## src/ldrt_pkg.sv

```systemverilog
/*
 * Package for the legacy DMA register trap: I/O offsets, field positions,
 * trap kinds, reset values, the bundles carried into the trap logic and the
 * states of its fetch sequencer.
 * Assumes the host I/O cycle is presented already decoded relative to the
 * DMA base, one cycle per access.
 */
package ldrt_pkg;

    // ************************************************************
    // Offsets relative to the DMA base.
    // ************************************************************
    localparam logic [7:0] OFF_CHAN_LAST   = 8'h07; // Last address/count slot.
    localparam logic [7:0] OFF_STATUS      = 8'h08; // Shared status.
    localparam logic [7:0] OFF_SINGLE_MASK = 8'h0A; // Shared single mask.
    localparam logic [7:0] OFF_MODE        = 8'h0B; // Shared mode.
    localparam logic [7:0] OFF_CLR_BPTR    = 8'h0C; // Clear byte pointer.
    localparam logic [7:0] OFF_CLR_MASKS   = 8'h0E; // Clear all masks.
    localparam logic [7:0] OFF_ALL_MASK    = 8'h0F; // Multi-engine mask.
    localparam logic [7:0] OFF_PAGE0       = 8'h87; // Page, engine 0.
    localparam logic [7:0] OFF_PAGE1       = 8'h83; // Page, engine 1.
    localparam logic [7:0] OFF_PAGE2       = 8'h81; // Page, engine 2.
    localparam logic [7:0] OFF_PAGE3       = 8'h82; // Page, engine 3.

    // ************************************************************
    // Field positions and values.
    // ************************************************************
    localparam logic [1:0] KIND_CUSTOM_LEGACY = 2'h1; // Trap kind 01.
    localparam int         SMASK_BIT          = 2;    // Mask bit in data.
    localparam logic [7:0] TC_BITS            = 8'h0F; // Terminal counts.
    localparam logic       BPTR_RESET         = 1'b0;
    localparam logic [15:0] REG16_RESET       = 16'h0000;
    localparam logic [7:0]  REG8_RESET        = 8'h00;

    // Group trap and snoop enables.
    typedef struct packed {
        logic group1_read_trap_en;
        logic group1_write_trap_en;
        logic group1_write_snoop_en;
        logic group3_write_snoop_en;
        logic group4_read_trap_en;
        logic group4_write_snoop_en;
    } ldrt_group_ctl_t;

    // One host I/O cycle, valid for one clock.
    typedef struct packed {
        logic       valid;
        logic       write;
        logic [7:0] offset;
        logic [7:0] data;
    } ldrt_host_cyc_t;

    // Fetch sequencer states.
    typedef enum logic [1:0] {
        FETCH_IDLE = 2'b00,
        FETCH_REQ  = 2'b01,
        FETCH_DONE = 2'b10
    } ldrt_fetch_state_t;

endpackage

```

## src/ldrt_fetch.sv

```systemverilog
/*
 * Retry-and-fetch sequencer for the shared status and all-mask reads.
 * Assumes the bus master answers each request with a one-cycle done pulse
 * carrying the byte read from the real controller.
 */
`timescale 1ns/1ps
module ldrt_fetch
(
    input  wire logic       mclk_i,
    input  wire logic       rst_i,
    input  wire logic       ce_i,
    input  wire logic       start_i,      // Trapped read seen, sequencer idle.
    input  wire logic [7:0] start_off_i,  // Offset of that read.
    input  wire logic       consume_i,    // Retried read served.
    input  wire logic       mst_done_i,   // Master read finished.
    output logic            mst_req,      // Master read request.
    output logic [7:0]      mst_off,      // Offset to fetch.
    output logic            busy,         // Sequence in progress.
    output logic            ready         // Fetched byte is in shadow.
);

    // ************************************************************
    // Sequencer state.
    // ************************************************************
    ldrt_pkg::ldrt_fetch_state_t state; // Current sequencer step.

    // One fetch at a time; a second offset waits for retries.
    always_ff @(posedge mclk_i)
    begin
        if (rst_i)
        begin
            state   <= ldrt_pkg::FETCH_IDLE;
            mst_off <= 8'h00;
        end
        else if (ce_i)
        begin
            unique case (state)
                ldrt_pkg::FETCH_IDLE:
                begin
                    // A new trapped read launches the fetch.
                    if (start_i)
                    begin
                        state   <= ldrt_pkg::FETCH_REQ;
                        mst_off <= start_off_i;
                    end
                end
                ldrt_pkg::FETCH_REQ:
                begin
                    // Wait for the real controller's byte.
                    if (mst_done_i)
                    begin
                        state <= ldrt_pkg::FETCH_DONE;
                    end
                end
                ldrt_pkg::FETCH_DONE:
                begin
                    // Hold the shadow until the host retries.
                    if (consume_i)
                    begin
                        state <= ldrt_pkg::FETCH_IDLE;
                    end
                end
                default:
                begin
                    state <= ldrt_pkg::FETCH_IDLE;
                end
            endcase
        end
    end

    // Decoded views of the state.
    assign mst_req = (state == ldrt_pkg::FETCH_REQ);
    assign busy    = (state != ldrt_pkg::FETCH_IDLE);
    assign ready   = (state == ldrt_pkg::FETCH_DONE);

endmodule

```

## src/ldrt_trap.sv

```systemverilog
/*
 * Legacy DMA register trap: emulates one engine of a legacy system DMA
 * controller by trapping and snooping host I/O cycles.
 * Assumes host I/O cycles arrive decoded against the DMA base, one clock
 * each, synchronous to mclk_i; the bus master reads the real controller.
 */
// Operation
// - Custom legacy kind makes one legacy engine.
// - Write to 0Ch clears byte pointer.
// - Accesses to offsets 0-7 flip pointer.
// - 16-bit registers, one byte per access.
// - Base writes also load current register.
// - Page byte fills upper halfword low byte.
// - Page at 87h/83h/81h/82h; address 2n, count 2n+1.
// - Only selected engine responds; others' data not stored.
// - Group-1 enables govern per-engine traps.
// - Matching mode write loads mode low byte.
// - Matching single-mask bit 2 to mask.
// - Single-mask and mode are write-snoop only.
// - Clear-all-mask snooped under group-4 snoop.
// - Status read retried, fetched, served from shadow.
// - Reading status shadow clears terminal counts.
// - Shadow writes merge external and internal status.
// - All-mask write routes engine bit to mask.
// - All-mask read retried, fetched, served from shadow.
// - All-mask register never write-trapped.
// - Page accesses do not flip pointer.
// - Clear-all-mask write clears engine mask.
// - Engine select codes 00-11 pick engine 0-3.
`timescale 1ns/1ps
module ldrt_trap
(
    input  wire logic                     mclk_i,
    input  wire logic                     rst_i,
    input  wire logic                     ce_i,
    input  wire logic [1:0]               trap_kind_field_i,
    input  wire logic [1:0]               legacy_engine_select_i,
    input  wire ldrt_pkg::ldrt_group_ctl_t legacy_trap_group_control_i,
    input  wire ldrt_pkg::ldrt_host_cyc_t host_cyc_i,
    input  wire logic [7:0]               int_status_i,
    input  wire logic                     shadow_wr_i,
    input  wire logic                     mst_done_i,
    input  wire logic [7:0]               mst_rdata_i,
    output logic                          claim_o,
    output logic                          retry_o,
    output logic [7:0]                    rdata_o,
    output logic                          mst_req_o,
    output logic [7:0]                    mst_off_o,
    output logic                          byte_pointer_toggle_o,
    output logic [15:0]                   base_address_reg_o,
    output logic [15:0]                   current_address_reg_o,
    output logic [15:0]                   base_addr_upper_half_o,
    output logic [15:0]                   cur_addr_upper_half_o,
    output logic [15:0]                   base_count_reg_o,
    output logic [15:0]                   current_count_reg_o,
    output logic [7:0]                    engine_mode_reg_o,
    output logic                          request_mask_bit_o,
    output logic [7:0]                    legacy_status_shadow_o,
    output logic [7:0]                    legacy_mask_shadow_o
);

    // ************************************************************
    // Decode helpers.
    // ************************************************************

    // Page offset for an engine code.
    // page location map
    function automatic logic [7:0] page_off(input logic [1:0] eng);
        logic [7:0] r;
        unique case (eng)
            2'h0: r = ldrt_pkg::OFF_PAGE0;
            2'h1: r = ldrt_pkg::OFF_PAGE1;
            2'h2: r = ldrt_pkg::OFF_PAGE2;
            2'h3: r = ldrt_pkg::OFF_PAGE3;
        endcase
        return r;
    endfunction

    // Load one byte of a 16-bit register, chosen by the pointer.
    // byte lane select
    function automatic logic [15:0] put_byte(input logic [15:0] old,
                                             input logic [7:0]  d,
                                             input logic        hi);
        return hi ? {d, old[7:0]} : {old[15:8], d};
    endfunction

    // ************************************************************
    // Cycle classification.
    // ************************************************************
    ldrt_pkg::ldrt_group_ctl_t gc;       // Short alias for enables.
    logic       legacy_on;               // Custom legacy kind selected.
    logic       rd, wr;                  // Valid host read or write.
    logic [7:0] off;                     // Offset of the cycle.
    logic       in_chan;                 // Offsets 0 to 7.
    logic       own_addr, own_cnt;       // Selected engine's slots.
    logic       own_page;                // Selected engine's page.
    logic       own_wr;                  // Per-engine write accepted.
    logic       own_rd;                  // Per-engine read trapped.
    logic       data_match;              // Data selects our engine.
    logic       st_rd, mk_rd;            // Shared read traps.
    logic       fetch_ready, fetch_busy; // Sequencer status.
    logic       fetch_mst_req;           // Sequencer master request.
    logic [7:0] fetch_mst_off;           // Sequencer fetch offset.
    logic       shared_rd;               // Any shared read trap.
    logic       serve;                   // Shadow ready for this read.
    logic       start_fetch;             // Kick the sequencer.

    assign gc        = legacy_trap_group_control_i;
    assign legacy_on = (trap_kind_field_i == ldrt_pkg::KIND_CUSTOM_LEGACY);
    assign rd        = legacy_on && host_cyc_i.valid && !host_cyc_i.write;
    assign wr        = legacy_on && host_cyc_i.valid && host_cyc_i.write;
    assign off       = host_cyc_i.offset;
    assign in_chan   = (off <= ldrt_pkg::OFF_CHAN_LAST);
    assign own_addr  = (off == {5'h00, legacy_engine_select_i, 1'b0});
    assign own_cnt   = (off == {5'h00, legacy_engine_select_i, 1'b1});
    assign own_page  = (off == page_off(legacy_engine_select_i));
    assign own_wr    = wr && (gc.group1_write_trap_en
                              || gc.group1_write_snoop_en);
    assign own_rd    = rd && gc.group1_read_trap_en;
    assign data_match = (host_cyc_i.data[1:0] == legacy_engine_select_i);
    assign st_rd     = rd && gc.group4_read_trap_en
                       && (off == ldrt_pkg::OFF_STATUS);
    assign mk_rd     = rd && gc.group4_read_trap_en
                       && (off == ldrt_pkg::OFF_ALL_MASK);
    assign shared_rd = st_rd || mk_rd;
    assign serve     = shared_rd && fetch_ready && (fetch_mst_off == off);
    assign start_fetch = shared_rd && !fetch_busy;

    // ************************************************************
    // Retry-and-fetch sequencer.
    // ************************************************************
    ldrt_fetch u_ldrt_fetch
    (
        .mclk_i      (mclk_i),
        .rst_i       (rst_i),
        .ce_i        (ce_i),
        .start_i     (start_fetch),
        .start_off_i (off),
        .consume_i   (serve),
        .mst_done_i  (mst_done_i),
        .mst_req     (fetch_mst_req),
        .mst_off     (fetch_mst_off),
        .busy        (fetch_busy),
        .ready       (fetch_ready)
    );

    // ************************************************************
    // Byte pointer toggle.
    // ************************************************************
    // The clear at 0Ch and the flip at 0-7 never meet in one cycle.
    always_ff @(posedge mclk_i)
    begin
        if (rst_i)
        begin
            byte_pointer_toggle_o <= ldrt_pkg::BPTR_RESET;
        end
        else if (ce_i)
        begin
            if (wr && off == ldrt_pkg::OFF_CLR_BPTR)
            begin
                byte_pointer_toggle_o <= 1'b0;
            end
            else if ((rd || wr) && in_chan)
            begin
                byte_pointer_toggle_o <= !byte_pointer_toggle_o;
            end
        end
    end

    // ************************************************************
    // Address, count and page registers.
    // ************************************************************
    // Base writes load the current copy too, so reads see fresh values.
    always_ff @(posedge mclk_i)
    begin
        if (rst_i)
        begin
            base_address_reg_o     <= ldrt_pkg::REG16_RESET;
            current_address_reg_o  <= ldrt_pkg::REG16_RESET;
            base_count_reg_o       <= ldrt_pkg::REG16_RESET;
            current_count_reg_o    <= ldrt_pkg::REG16_RESET;
            base_addr_upper_half_o <= ldrt_pkg::REG16_RESET;
            cur_addr_upper_half_o  <= ldrt_pkg::REG16_RESET;
        end
        else if (ce_i && own_wr)
        begin
            if (own_addr)
            begin
                base_address_reg_o <= put_byte(base_address_reg_o,
                    host_cyc_i.data, byte_pointer_toggle_o);
                current_address_reg_o <= put_byte(current_address_reg_o,
                    host_cyc_i.data, byte_pointer_toggle_o);
            end
            else if (own_cnt)
            begin
                base_count_reg_o <= put_byte(base_count_reg_o,
                    host_cyc_i.data, byte_pointer_toggle_o);
                current_count_reg_o <= put_byte(current_count_reg_o,
                    host_cyc_i.data, byte_pointer_toggle_o);
            end
            else if (own_page)
            begin
                base_addr_upper_half_o <= {8'h00, host_cyc_i.data};
                cur_addr_upper_half_o  <= {8'h00, host_cyc_i.data};
            end
        end
    end

    // ************************************************************
    // Mode and mask.
    // ************************************************************
    // Shared writes are only ever snooped; the real controller owns them.
    always_ff @(posedge mclk_i)
    begin
        if (rst_i)
        begin
            engine_mode_reg_o  <= ldrt_pkg::REG8_RESET;
            request_mask_bit_o <= 1'b0;
        end
        else if (ce_i && wr)
        begin
            if (gc.group3_write_snoop_en && data_match
                && off == ldrt_pkg::OFF_MODE)
            begin
                engine_mode_reg_o <= host_cyc_i.data;
            end
            else if (gc.group3_write_snoop_en && data_match
                     && off == ldrt_pkg::OFF_SINGLE_MASK)
            begin
                request_mask_bit_o <= host_cyc_i.data[ldrt_pkg::SMASK_BIT];
            end
            else if (gc.group4_write_snoop_en
                     && off == ldrt_pkg::OFF_CLR_MASKS)
            begin
                request_mask_bit_o <= 1'b0;
            end
            else if (gc.group4_write_snoop_en
                     && off == ldrt_pkg::OFF_ALL_MASK)
            begin
                request_mask_bit_o <= host_cyc_i.data[legacy_engine_select_i];
            end
        end
    end

    // ************************************************************
    // Status and mask shadows.
    // ************************************************************
    // A status read that clears TC bits must not race a fresh fetch; the
    // fetch waits in the sequencer until the retried read is served.
    always_ff @(posedge mclk_i)
    begin
        if (rst_i)
        begin
            legacy_status_shadow_o <= ldrt_pkg::REG8_RESET;
            legacy_mask_shadow_o   <= ldrt_pkg::REG8_RESET;
        end
        else if (ce_i)
        begin
            if (fetch_mst_req && mst_done_i)
            begin
                if (fetch_mst_off == ldrt_pkg::OFF_STATUS)
                begin
                    legacy_status_shadow_o <= mst_rdata_i;
                end
                else
                begin
                    legacy_mask_shadow_o <= mst_rdata_i;
                end
            end
            else if (shadow_wr_i)
            begin
                legacy_status_shadow_o <= legacy_status_shadow_o
                                          | int_status_i;
                legacy_mask_shadow_o   <= legacy_mask_shadow_o
                                          | {7'h00, request_mask_bit_o};
            end
            else if (serve && st_rd)
            begin
                legacy_status_shadow_o <= legacy_status_shadow_o
                                          & ~ldrt_pkg::TC_BITS;
            end
        end
    end

    // ************************************************************
    // Host answer.
    // ************************************************************
    // Registered answer; the host sees claim or retry one cycle later.
    always_ff @(posedge mclk_i)
    begin
        if (rst_i)
        begin
            claim_o   <= 1'b0;
            retry_o   <= 1'b0;
            rdata_o   <= 8'h00;
            mst_req_o <= 1'b0;
            mst_off_o <= 8'h00;
        end
        else if (ce_i)
        begin
            mst_req_o <= fetch_mst_req && !mst_done_i;
            mst_off_o <= fetch_mst_off;
            retry_o   <= shared_rd && !serve;
            claim_o   <= serve
                         || (own_rd && (own_addr || own_cnt || own_page))
                         || (wr && gc.group1_write_trap_en
                             && (own_addr || own_cnt || own_page));
            if (serve)
            begin
                rdata_o <= st_rd ? legacy_status_shadow_o
                                 : legacy_mask_shadow_o;
            end
            else if (own_addr)
            begin
                rdata_o <= byte_pointer_toggle_o ?
                           current_address_reg_o[15:8] :
                           current_address_reg_o[7:0];
            end
            else if (own_cnt)
            begin
                rdata_o <= byte_pointer_toggle_o ?
                           current_count_reg_o[15:8] :
                           current_count_reg_o[7:0];
            end
            else
            begin
                rdata_o <= cur_addr_upper_half_o[7:0];
            end
        end
    end

endmodule

```

## config.mk

```make
export PLATFORM = sky130hd
export DESIGN_NAME = ldrt_trap
export DESIGN_NICKNAME = d
export VERILOG_FILES = /design/src/ldrt_pkg.sv /design/src/ldrt_fetch.sv /design/src/ldrt_trap.sv
export SDC_FILE = /design/constraint.sdc
export NUM_CORES = 1
export LEC_CHECK = 0
export BUFFER_PORTS_ARGS = -buffer_cell sky130_fd_sc_hd__buf_2
export CAP_MARGIN = 20
export CORE_ASPECT_RATIO = 2
export CORE_MARGIN = 10
export CORE_UTILIZATION = 53
export CTS_CLUSTER_DIAMETER = 40
export DETAILED_ROUTE_END_ITERATION = 8
export PLACE_DENSITY = 0.88
export SYNTH_ARGS = -nofsm -noshare
export SYNTH_HDL_FRONTEND = slang
export SYNTH_SLANG_ARGS = --single-unit
```

## constraint.sdc

```tcl
create_clock -name mclk_i -period 6.3 [get_ports mclk_i]
set_clock_uncertainty 0.1 [all_clocks]
set_input_delay 0.945 -clock mclk_i [delete_from_list [all_inputs] [get_ports mclk_i]]
set_output_delay 0.945 -clock mclk_i [all_outputs]
set_load 0.005 [all_outputs]
```

# --- Yosys cells after proc, flatten, opt, wreduce, memory -nomap -nowiden ---
# Index checks and enable logic that the tools add are counted.
# W data, S select, Z words.
word_totals:
  register_bits: 95
classes:
  n_bitwise: 6
  mux: 25
  reduce_logical: 59
  eq_ne: 23
  order_cmp: 2
ops:
  columns: ["op", "count"]
  rows:
  - ["$mux W8", 12]
  - ["$eq A8 B4 Y1 const B", 7]
  - ["$pmux W8 S4", 1]
  - ["$logic_and A1 B1 Y1", 27]
  - ["$reduce_and A3 Y1", 7]
  - ["$eq A8 B3 Y1", 2]
  - ["$eq A8 B8 Y1", 2]
  - ["$reduce_and A4 Y1", 4]
  - ["$le A8 B3 Y1 const B", 1]
  - ["$or A8 B1 Y8", 1]
  - ["$or A8 B8 Y8", 1]
  - ["$logic_or A1 B1 Y1", 7]
  - ["$eq A2 B1 Y1 const B", 3]
  - ["$eq A2 B2 Y1 const B", 3]
  - ["$mux W1", 6]
  - ["$mux W2", 3]
  - ["$ne A2 B2 Y1 const B", 3]
  - ["$pmux W2 S3", 1]
  - ["$reduce_bool A2 Y1", 3]
  - ["$reduce_bool A3 Y1", 2]
  - ["$logic_not A1 Y1", 5]
  - ["$logic_not A2 Y1", 2]
  - ["$lt A2 B4 Y1 const B", 1]
  - ["$mux W4", 1]
  - ["5 further kinds", 10]

# --- Depth between registers and ports, before layout ---
depth:
  depth_word: 12
  ltp_mapped: 8
  depth_no_buf: 5

# --- Hierarchy ---
# From an unflattened synthesis, not the netlist that was laid out.
unflattened:
  hier_cells: 554
  area_unflattened_um2: 5181.2
modules_own_cells:
  columns: ["mod", "instances", "cells_per_inst", "area_each_um2", "seq_area_each_um2"]
  rows:
  - ["ldrt_trap", 1, 505, 4699.5, 1701.6]
  - ["ldrt_fetch", 1, 49, 481.7, 200.2]

# --- Worst setup path before layout ---
# No wires, ideal clock.
synth_timing:
  path_type: "input-to-reg"
  from: "input host_cyc_i[12] (netlist bit)"
  to: "register base_count_reg_o[0]"
  arrival_ns: 2.536
  setup_slack_ns: 3.537
  t_required_ns: 6.072
  path_stages: 7
  cell_sequence: "or4_4 > nor4_4 > buf_6 > nand4b_1 > buf_2 > mux2i_1 > nor2_1"
synth_via:
  elab_chain_cells: 3
  elab_cells_between_ends: 4
  classes_between: "2 x eq/ne; 1 x bitwise; 1 x reduce/logical"
synth_rtl:
  columns: ["item", "line", "source"]
  rows:
  - ["start: declaration", "ldrt_trap.sv:39", "input wire ldrt_pkg::ldrt_host_cyc_t host_cyc_i,"]
  - ["$eq A8 B3 Y1", "ldrt_trap.sv:114", "assign own_addr = (off == {5'h00, legacy_engine_select_i, 1'b0});"]
  - ["$not A1 Y1 (no line)", null, null]
  - ["$reduce_and A4 Y1 (no line) (*)", null, null]
  - ["end signal: assignment", "ldrt_trap.sv:180", "base_count_reg_o <= ldrt_pkg::REG16_RESET;"]
  - ["end signal: assignment", "ldrt_trap.sv:196", "base_count_reg_o <= put_byte(base_count_reg_o,"]
  - ["end: declaration", "ldrt_trap.sv:54", "output logic [15:0] base_count_reg_o,"]
# Every way passes the cells marked *; elsewhere a longest branch is shown, timed or not.
# A chain may end at the register's enable or synchronous reset.

# --- Worst setup path after layout ---
layout_timing:
  from: "input host_cyc_i[12] (netlist bit)"
  to: "register base_count_reg_o[6]"
# Same word-level chain as after synthesis.

==> run metrics <==
# diodes=0; CP required=approximately 6.4 ns; Final Non-Filler Cells=between 700 and 800; Slew headroom=0.357; vias in the first global route=roughly 4,500; nets@finish=roughly 700; Crit Path Max Fanout=13; FP Rows=50; total number of vias=between 4,000 and 5,000; Setup WS post-layout=about 2.7 ns; Peak VDD IR=0.000233 V; clock insertion delay at the later pin of the skew report=~0.34 ns; sequential cell area=1900 um2; WHS=approximately 0.38 ns; GRT overflow=0; Largest register FFs=16; sequential area share after synthesis=0.383; mean post-synth cell area=9.55 um2; r2r setup slk=~3.8 ns; fraction of layout cells with a size suffix above 1=0.342; Seq cells post-synth=95; full die area=13,900 um2; post-synth top area share=0.383; gpl congestion=approximately 0.84; pin count of the biggest net entering global routing=93; final WL=around 15,000 um; run status=complete, no violations; TritonCTS Sinks=95; top achievable clock speed=about 280 MHz; Post-CTS Hold Fix Bufs=0; pwr dens=roughly 210 nW/um2; Layout area overhead=15.7%; fill cell count=791; async set or reset register ratio after synthesis=0; RSZ-0062 raised after global routing=false; register name with the most flops=current_address_reg_o; DR pass1 iterations=6; core area=between 9000 and 10,000 um2; CP Data Arrival Time=between 3 and 4 ns; ys flop type=dfxtp_1; Post-synth EDFFs=0; Worst-Margin Slew=between 0.9 and 1 ns; setup TNS=0 ns; io pins=190; initial core utilization=0.536; Leak=roughly 2.8 nW; CTS buffer count=9; top cells by area, synth=dfxtp_1 38%, mux2i_1 16%, buf_4 9.1%; Die X=88.5 um; max_cap viols=0; Startpoint Class=primary input; clock transition at the registers of the reported paths=~0.07 ns; gr usage total=0.210; Die H=157 um; Post-CTS Setup Bufs=0; Max Slew Vio Count=0; first-pass GRT wire length=22,700 um; cell taking the most area after synthesis=dfxtp_1; Resize count post-CTS=0; Final Critical Period=roughly 3.6 ns; initial antenna violation count=0; CTS tree=done; IO Port Bufs=173; mapped cell area=slightly below 5000 um2; Finish-stage setup viols=0; unique cell type count in the Yosys netlist=56; Remaining DRCs=0; Root Buffer=clkbuf_16; CP endpoint kind=flip-flop; crit share post-route=0.569; Detail Placement HPWL=11,700 um; Synth Instances=520; Yosys Warn Count=0; vias per cell=roughly 5.7; Hold Path Class=flip-flop to flip-flop; drt initial violations=~170; final hold vios=0; Max Root-Sink Buffers=2; Setup Crit Path Kind=primary input to flip-flop; placed cells=between 700 and 800; drt wl/cell=between 15 and 20 um; area of the multi-input gates=around 2500 um2; DRT antenna net count=0; H-tree depth=3; setup slack after placement=~2.4 ns
## where the power goes
part / total (mW) / internal (mW) / switching, mW
clock: 0.536 / 0.318 / 0.218
sequential: 0.607 / 0.604 / 0.00307
combinational: 0.0850 / 0.0301 / 0.0550
## stage by stage
step	total power [mW]	area (um2)	utilization
after CTS	1.23	5750	0.621
final	1.23	5750	0.621
after detailed placement	0.704	5450	0.589
after floorplan	0.677	5020	-
after global placement	0.701	5450	0.589
after global routing	1.26	5750	0.621
## synthesized netlist by cell type, drive strengths merged (2+ instances only)
cell type  number
a211oi          9
nand2          21
a21o            3
inv             8
or4             2
nand4           3
and3            4
nand3b          4
and3b           2
dfxtp          95
or3             2
mux2            8
clkbuf         21
o22ai          10
nor2           83
nor3            7
and4            2
nand3           4
mux4            9
o211ai          2
nor4            6
xor2           12
a31oi           2
a311oi          2
o21ai          12
o21a            5
buf            66
a41oi           2
nor3b           3
and2            2
a21oi          12
nand4b          4
mux2i          80
## layer usage
metal | share of wire | GRT usage | vias to the layer above
li1 | - | - | 1986
met3 | 0.053 | 0.0497 | 51
met4 | 0.046 | 0.119 | 0
met2 | 0.56 | 0.394 | 174
met5 | 0 | 0 | -
met1 | 0.34 | 0.197 | 2022
## critical path, stage by stage
cell      delay [ns]
buf_2           0.12
or4_4           0.61
nor4_4          0.86
nand4b_1        0.71
mux2i_1         0.37
nor2_1          0.06
## final timing paths
path	start	to	cells after the start
setup / recovery	host_cyc_i[12]	base_count_reg_o[6]	6
hold / removal	rdata_o[3]	rdata_o[3]	2
setup reg to reg	u_ldrt_fetch.state[0]	legacy_mask_shadow_o[3]	5
hold reg to reg	rdata_o[3]	rdata_o[3]	2
## cell usage in the layout, fill, tap and decap left out, types with 4 or more instances in the layout
cell       count
a211oi_1       9
a21oi_1       11
and3_1         4
buf_2        173
clkbuf_16      9
conb_1        16
dfxtp_1       95
inv_1          8
mux2_2         8
mux2i_1       80
mux4_2         9
nand2_1       21
nand3_1        4
nand3b_1       4
nand4b_1       4
nor2_1        83
nor3_1         7
o21a_1         5
o21ai_0       12
o22ai_1       10
xor2_1        12
## cells by family (layout without fill, tap and decap cells)
| kind of cell | count (synthesis) | after routing | share of synthesized area |
|---|---|---|---|
| muxes | 97 | 97 | 0.220 |
| xor gates and xnor gates | 12 | 12 | 0.0212 |
| DFF | 95 | 95 | 0.383 |
| and+or+nand+nor | 154 | 154 | 0.161 |
| buffers and inverters | 96 | 199 | 0.123 |
| AOI/OAI and AO/OA | 65 | 65 | 0.0909 |
| other | 1 | 16 | 0.000755 |
## final cells by class
| class | instances | area share |
|---|---|---|
| inverter | 8 | 0.00523 |
| clock buffer | 13 | 0.0435 |
| timing repair buffer | 175 | 0.153 |
| tap | 104 | 0.0226 |
| clock inverter | 3 | 0.00740 |
| sequential | 95 | 0.331 |
| multi-input combinational | 344 | 0.437 |
Note: power is estimated with default switching activity, not from simulation.
